## src/hdl/apcg_pkg.sv

```systemverilog
// constants for the slow peripheral bus clock gate register block
package apcg_pkg;

    // register map, byte offsets
    localparam logic [7:0]  SLOW_BUS_CLOCK_GATES_OFFSET = 8'h1c;
    localparam logic [7:0]  GATE_STATUS_OFFSET          = 8'h3c;
    localparam logic [31:0] SLOW_BUS_CLOCK_GATES_RESET  = 32'h00000000;
    localparam logic [31:0] WRITABLE_MASK               = 32'h387ec9ff;
    localparam logic [31:0] UNMAPPED_READ_VALUE         = 32'h00000000;

    // number of gated peripheral clocks
    localparam int unsigned GATE_COUNT = 21;

    // bit positions of the enables
    localparam int unsigned DAC_POS      = 29;
    localparam int unsigned POWER_POS    = 28;
    localparam int unsigned BACKUP_POS   = 27;
    localparam int unsigned I2C1_POS     = 22;
    localparam int unsigned I2C0_POS     = 21;
    localparam int unsigned UART4_POS    = 20;
    localparam int unsigned UART3_POS    = 19;
    localparam int unsigned USART2_POS   = 18;
    localparam int unsigned USART1_POS   = 17;
    localparam int unsigned SPI2_POS     = 15;
    localparam int unsigned SPI1_POS     = 14;
    localparam int unsigned WATCHDOG_POS = 11;
    localparam int unsigned TIMER13_POS  = 8;
    localparam int unsigned TIMER12_POS  = 7;
    localparam int unsigned TIMER11_POS  = 6;
    localparam int unsigned TIMER6_POS   = 5;
    localparam int unsigned TIMER1_POS   = 0;

    // gate index to register bit, index 0 is the dac gate
    localparam int unsigned GATE_POS [GATE_COUNT] = '{
        29, 28, 27, 22, 21, 20, 19, 18, 17, 15, 14, 11, 8, 7, 6, 5, 4, 3, 2, 1, 0
    };

    // cycles from a committed write to the gate outputs
    localparam int unsigned GATE_LATENCY = 2;

endpackage

```

## src/hdl/apcg_top.sv

```systemverilog
// slow peripheral bus clock gate register with wishbone access
// Overview of operation
// - gate register at offset 0x1c, resets to zero, all clocks off.
// - bit 29 enables the dac clock, read/write.
// - bit 28 enables the power management unit clock, read/write.
// - bit 27 enables the backup interface clock, read/write.
// - bits 22 and 21 enable the i2c 1 and i2c 0 clocks.
// - bits 20 and 19 enable the uart 4 and uart 3 clocks.
// - bits 18 and 17 enable the usart 2 and usart 1 clocks.
// - bits 15 and 14 enable the spi 2 and spi 1 clocks.
// - bit 11 enables the window watchdog clock, read/write.
// - bits 8, 7, 6 enable timers 13, 12, 11.
// - bits 5 down to 0 enable timers 6 down to 1.
//
// Local design decision: the Wishbone interface to the registers.
`timescale 1ns/100ps
`default_nettype none
module apcg_top
#(
    parameter int unsigned ADDR_WIDTH = 8
)
(
    // clock and reset
    input  wire logic                  mclk,
    input  wire logic                  rst,
    // wishbone classic slave
    input  wire logic                  wb_cyc_i,
    input  wire logic                  wb_stb_i,
    input  wire logic                  wb_we_i,
    input  wire logic [ADDR_WIDTH-1:0] wb_adr_i,
    input  wire logic [3:0]            wb_sel_i,
    input  wire logic [31:0]           wb_dat_i,
    output logic      [31:0]           wb_dat_o,
    output logic                       wb_ack_o,
    // peripheral clock enables
    output logic                       dacClockGate,
    output logic                       powerUnitClockGate,
    output logic                       backupIfClockGate,
    output logic                       i2cPort1ClockGate,
    output logic                       i2cPort0ClockGate,
    output logic                       uartPort4ClockGate,
    output logic                       uartPort3ClockGate,
    output logic                       usartPort2ClockGate,
    output logic                       usartPort1ClockGate,
    output logic                       spiPort2ClockGate,
    output logic                       spiPort1ClockGate,
    output logic                       windowWatchdogClockGate,
    output logic                       timer13ClockGate,
    output logic                       timer12ClockGate,
    output logic                       timer11ClockGate,
    output logic                       timer6ClockGate,
    output logic                       timer5ClockGate,
    output logic                       timer4ClockGate,
    output logic                       timer3ClockGate,
    output logic                       timer2ClockGate,
    output logic                       timer1ClockGate
);

    if (ADDR_WIDTH < 8)
    begin : gen_bad_width
        $error("apcg_top: ADDR_WIDTH must be at least 8");
    end

    logic [31:0]                        slowBusClockGatesReg;
    logic [31:0]                        slowBusClockGatesNext;
    logic [31:0]                        datReg;
    logic [31:0]                        datNext;
    logic                               ackWire;
    logic                               commitWrite;
    logic                               takeRead;
    logic [7:0]                         offset;
    logic                               upperZero;
    logic [apcg_pkg::GATE_COUNT-1:0]    gateVec;
    logic [31:0]                        gateStatus;

    // only the low byte decodes, upper address bits must be zero
    assign offset    = wb_adr_i[7:0];
    assign upperZero = (wb_adr_i >> 8) == '0;

    apcg_wb_ack u_ack
    (
        .mclk (mclk),
        .rst  (rst),
        .cyc  (wb_cyc_i),
        .stb  (wb_stb_i),
        .ack  (ackWire)
    );

    // a write takes effect at the edge where ack is seen high
    assign commitWrite = wb_cyc_i && wb_stb_i && wb_we_i && ackWire;
    assign takeRead    = wb_cyc_i && wb_stb_i && !wb_we_i && !ackWire;

    always_comb
    begin
        slowBusClockGatesNext = slowBusClockGatesReg;
        if (commitWrite && upperZero && offset == apcg_pkg::SLOW_BUS_CLOCK_GATES_OFFSET)
        begin
            for (int b = 0; b < 4; b++)
            begin
                if (wb_sel_i[b])
                begin
                    slowBusClockGatesNext[8*b +: 8] = wb_dat_i[8*b +: 8];
                end
            end
            slowBusClockGatesNext = slowBusClockGatesNext & apcg_pkg::WRITABLE_MASK;
        end
    end

    always_ff @(posedge mclk)
    begin
        if (rst)
        begin
            slowBusClockGatesReg <= apcg_pkg::SLOW_BUS_CLOCK_GATES_RESET;
        end
        else
        begin
            slowBusClockGatesReg <= slowBusClockGatesNext;
        end
    end

    // status shows the enables as the gates really see them
    always_comb
    begin
        gateStatus = '0;
        for (int g = 0; g < apcg_pkg::GATE_COUNT; g++)
        begin
            gateStatus[apcg_pkg::GATE_POS[g]] = gateVec[g];
        end
    end

    always_comb
    begin
        datNext = datReg;
        if (takeRead)
        begin
            if (upperZero && offset == apcg_pkg::SLOW_BUS_CLOCK_GATES_OFFSET)
            begin
                datNext = slowBusClockGatesReg;
            end
            else if (upperZero && offset == apcg_pkg::GATE_STATUS_OFFSET)
            begin
                datNext = gateStatus;
            end
            else
            begin
                datNext = apcg_pkg::UNMAPPED_READ_VALUE;
            end
        end
    end

    always_ff @(posedge mclk)
    begin
        if (rst)
        begin
            datReg <= '0;
        end
        else
        begin
            datReg <= datNext;
        end
    end

    assign wb_dat_o = datReg;
    assign wb_ack_o = ackWire;

    for (genvar g = 0; g < apcg_pkg::GATE_COUNT; g++)
    begin : gen_gate
        apcg_gate_stage u_stage
        (
            .mclk       (mclk),
            .rst        (rst),
            .enableIn   (slowBusClockGatesReg[apcg_pkg::GATE_POS[g]]),
            .gateEnable (gateVec[g])
        );
    end

    assign dacClockGate            = gateVec[0];
    assign powerUnitClockGate      = gateVec[1];
    assign backupIfClockGate       = gateVec[2];
    assign i2cPort1ClockGate       = gateVec[3];
    assign i2cPort0ClockGate       = gateVec[4];
    assign uartPort4ClockGate      = gateVec[5];
    assign uartPort3ClockGate      = gateVec[6];
    assign usartPort2ClockGate     = gateVec[7];
    assign usartPort1ClockGate     = gateVec[8];
    assign spiPort2ClockGate       = gateVec[9];
    assign spiPort1ClockGate       = gateVec[10];
    assign windowWatchdogClockGate = gateVec[11];
    assign timer13ClockGate        = gateVec[12];
    assign timer12ClockGate        = gateVec[13];
    assign timer11ClockGate        = gateVec[14];
    assign timer6ClockGate         = gateVec[15];
    assign timer5ClockGate         = gateVec[16];
    assign timer4ClockGate         = gateVec[17];
    assign timer3ClockGate         = gateVec[18];
    assign timer2ClockGate         = gateVec[19];
    assign timer1ClockGate         = gateVec[20];

    logic gateWrite;
    assign gateWrite = commitWrite && upperZero
                       && offset == apcg_pkg::SLOW_BUS_CLOCK_GATES_OFFSET;
endmodule
`default_nettype wire

```

## src/hdl/apcg_wb_ack.sv

```systemverilog
// wishbone classic acknowledge generator, one wait state
`timescale 1ns/100ps
`default_nettype none
module apcg_wb_ack
(
    // clock and reset
    input  wire logic mclk,
    input  wire logic rst,
    // bus request
    input  wire logic cyc,
    input  wire logic stb,
    // answer
    output logic      ack
);

    logic ackReg;
    logic ackNext;

    // ack drops the cycle after it was given, so one request never acks twice
    always_comb
    begin
        ackNext = cyc && stb && !ackReg;
    end

    always_ff @(posedge mclk)
    begin
        if (rst)
        begin
            ackReg <= 1'b0;
        end
        else
        begin
            ackReg <= ackNext;
        end
    end

    assign ack = ackReg;

endmodule
`default_nettype wire

```

## src/hdl/apcg_gate_stage.sv

```systemverilog
// enable staging for one gated clock, output changes only while mclk is low
`timescale 1ns/100ps
`default_nettype none
module apcg_gate_stage
(
    // clock and reset
    input  wire logic mclk,
    input  wire logic rst,
    // enable from the register
    input  wire logic enableIn,
    // enable toward the gating cell
    output logic      gateEnable
);

    logic stageReg;
    logic stageNext;
    logic lowReg;
    logic lowNext;

    always_comb
    begin
        stageNext = enableIn;
        lowNext   = stageReg;
    end

    always_ff @(posedge mclk)
    begin
        if (rst)
        begin
            stageReg <= 1'b0;
        end
        else
        begin
            stageReg <= stageNext;
        end
    end

    // falling-edge capture keeps the and-type gate free of glitches
    always_ff @(negedge mclk)
    begin
        if (rst)
        begin
            lowReg <= 1'b0;
        end
        else
        begin
            lowReg <= lowNext;
        end
    end

    assign gateEnable = lowReg;

endmodule
`default_nettype wire

```

## config.mk

```make
export PLATFORM = sky130hd
export DESIGN_NAME = apcg_top
export DESIGN_NICKNAME = d
export VERILOG_FILES = /design/src/hdl/apcg_pkg.sv /design/src/hdl/apcg_top.sv /design/src/hdl/apcg_wb_ack.sv /design/src/hdl/apcg_gate_stage.sv
export SDC_FILE = /design/constraint.sdc
export NUM_CORES = 1
export LEC_CHECK = 0
export ABC_AREA = 1
export BUFFER_PORTS_ARGS = -buffer_cell sky130_fd_sc_hd__clkbuf_2
export CORE_MARGIN = 1.5
export CORE_UTILIZATION = 30
export CTS_CLUSTER_SIZE = 20
export DETAILED_ROUTE_END_ITERATION = 6
export PLACE_DENSITY = 0.48
export RECOVER_POWER = 100
export SYNTH_ARGS = -nofsm -noshare
export SYNTH_HDL_FRONTEND = slang
export SYNTH_SLANG_ARGS = --single-unit
```

## constraint.sdc

```tcl
create_clock -name mclk -period 2.4 [get_ports mclk]
set_clock_uncertainty 0.05 [all_clocks]
set_input_delay 0.24 -clock mclk [delete_from_list [all_inputs] [get_ports mclk]]
set_output_delay 0.24 -clock mclk [all_outputs]
set_load 0.02 [all_outputs]
```

==> out/results.ini <==
[setup_path]
worstPathCellList=buf_2
cp.required_ps=2110
worstSetupEndpointType=primary output
cp_slowest_cell=dfxtp_2
crit_type=reg2out
cp_slowest_stage_delay_ps=330
setup.worst_path.start_class=flip-flop
crit_arrival_ps=2080
path_buf_inv=1
crit_fanout=2
r2r_slack_ps=330
crit_family=flip-flops

[floorplanning]
start_util_pct=30.52
dieArea_sq_um=12220
num_io_pins=103
die_w_microns=110.5
rows=39
die_h_microns=110.5
core_region_area_sq_um=11370

[finish]
nFillCells=1242
drive_gt1_share_pct=15.71
fin_util_pct=38.29
finalInstanceArea_sq_um=4353
synthToLayoutAreaGrowth_pct=25.46
n_antenna_cell=0
layout.nets=636

[hold_path]
hold_path_class=in2reg

[place]
place.gp.congestion=0.7355
hpwl_microns=5526
place_area_sq_um=3955
place_ws_ps=303.9
port_buffers=80

[global_route]
grt_pass1_vias=2638
met1_usage_pct=17.66
met3_usage_pct=2.360
busiest_layer=met2
overflow=0
antenna_found_initial=0
met2_usage_pct=19.22
grt_usage_pct=12.82
grt_max_degree=60
grt_pass1_wl_microns=12610

[sta]
tightest_slew_ps=884.5
setup_viol=0
finalMaxSlewViolations=0
tns_ps=0
max_slew_margin_pct=40.81
layout_setup_ws_ps=26.72
rsz0062_at_grt=no
finalHoldViolCount=0

[route]
vias=2956
drcViolationCount=0
wl_microns=7617
ant_nets=0
first_pass_iters=4
viasPerCell=4.022
avgRoutedWirePerCell_microns=10.36
drt_iter0_drc=110

[clock_network]
cts-root-buf=clkbuf_16
cts.reportedPaths.clkPinSlew_ps=60
cts_tree=yes
insertion_delay_ps=390
post_cts_buffers=0
holdBufCountCts=0
cts_buffers=9
ctsHtreeMaxLevel=3
clockBufferDepth=2
clock-sinks=85

[flow_run]
maxCapViolCount=0

[logic_synthesis]
async_flop_share_pct=0
yosysMostFrequentCell=nor2_1
post_synth_instance_area_sq_um=3470
synth_flop_cell=dfxtp_1
ys_ff_latch=85
seq_area_frac_synth_pct=49.04
synth_edf_count=0
synth_cells=494
synth_area_per_cell_sq_um=7.023
synth_cell_types=17
ys_top_cells_by_area=dfxtp_1 (49%), nor2_1 (14%), inv_1 (10%), nand2_1 (7.7%), nand3_1 (6.1%)
synth_top_area_cell=dfxtp_1
synth_commonest_cells=nor2_1 (131), inv_1 (97), dfxtp_1 (85), nand2_1 (71), nand3_1 (42)
synth.top_cell.area_share_pct=49.04
ys.warnings.count=0

[power]
sequentialPowerShare_pct=44.8
p_leak_nw=2.088
switchingPower_mw=0.7726
clockPowerShare_pct=49.0
switching_share_pct=24.01
max-vdd-ir-drop_mv=0.4412
finalPower_mw=3.218
cellPowerDensity_nw_per_um2=739.3
internal-power_mw=2.446
p_comb_share_pct=6.2

[status]
status=finished, final reports clean

-- worst register-to-register path: cells and delay by family (launching register included) --
family	cells	cell delay, ps
flops	1	440
simple gates	5	1050
buf+inv	1	440
-- layout by cell type, fill, tap and decap left out --
cell / n
nand2_2: 1
nand3_4: 1
conb_1: 11
nand2_1: 71
inv_1: 117
nor2_1: 134
clkbuf_2: 41
buf_2: 6
buf_6: 1
dfxtp_2: 8
nor3_1: 1
nor3_4: 1
buf_12: 1
nand3_1: 42
nor2_2: 3
clkbuf_16: 10
dfxtp_1: 77
buf_4: 11
inv_6: 1
clkbuf_8: 3
nand4_1: 21
nor2_4: 1
bufinv_16: 1
clkinv_4: 2
clkbuf_1: 25
clkinv_2: 1
-- metrics by stage --
| stage | std cells | hold WS [ps] |
|---|---|---|
| floorplan | 504 | 355.8 |
| global placement | 699 | 377.2 |
| detailed placement | 699 | 383.3 |
| CTS | 735 | 174.1 |
| global route | 735 | 212.4 |
| finish | 735 | 179.0 |
-- power by group through the flow --
stage / clock network [mW] / registers, mW / logic, mW
after floorplan: 0.0561 / 1.49 / 0.126
after global placement: 0.0561 / 1.47 / 0.207
after detailed placement: 0.0561 / 1.47 / 0.209
after CTS: 1.62 / 1.44 / 0.210
after global routing: 1.72 / 1.44 / 0.226
final: 1.58 / 1.44 / 0.200
-- kinds of logic (layout without fill, tap and decap cells) --
| logic type | Yosys count | count (layout) | synth area share, % |
|---|---|---|---|
| flops | 85 | 85 | 49.04 |
| buf+inv | 132 | 220 | 16.16 |
| other cells | 1 | 11 | 0.1081 |
| simple gates | 276 | 276 | 34.69 |
-- metal layers --
metal	up-vias	part of all wire, %
met5	-	0
met4	0	2.2
met3	11	4.1
met2	68	41
met1	1247	52
li1	1630	-
-- cell type report --
type                            instances  area, sq um  area share (%)
Clock buffer                           11        264.0           6.065
Clock inverter                         26        140.1           3.219
Inverter                               96        360.3           8.278
Multi-Input combinational cell        287         1227           28.20
Sequential cell                        85         1712           39.32
Tap cell                              143        178.9           4.110
Timing Repair Buffer                   87        470.5           10.81
-- state kept, by name, summed over array words and instances (netlist names) --
| name | flops |
|---|---|
| gen_gate.u_stage.gateEnable | 21 |
| wb_dat_o | 21 |
| u_ack.ack | 1 |
| slowBusClockGatesReg | 21 |
| gen_gate.u_stage.lowNext | 21 |
-- path summary, 6_finish.rpt --
| check | from | endpoint | depth (start not counted) |
|---|---|---|---|
| setup / recovery | gen_gate[12].u_stage.gateEnable | timer13ClockGate | 1 |
| hold / removal | wb_stb_i | u_ack.ack | 3 |
| setup reg to reg | u_ack.ack | slowBusClockGatesReg[11] | 6 |
| hold reg to reg | slowBusClockGatesReg[2] | gen_gate[18].u_stage.lowNext | 2 |
-- repair_timing --
action / in CTS / in global routing
endpoints found under the setup margin: 5 / 13
resized for setup: 12 / 27
pin swaps: 0 / 0
cloned: 0 / 0
(Power assumes the default switching activity.)
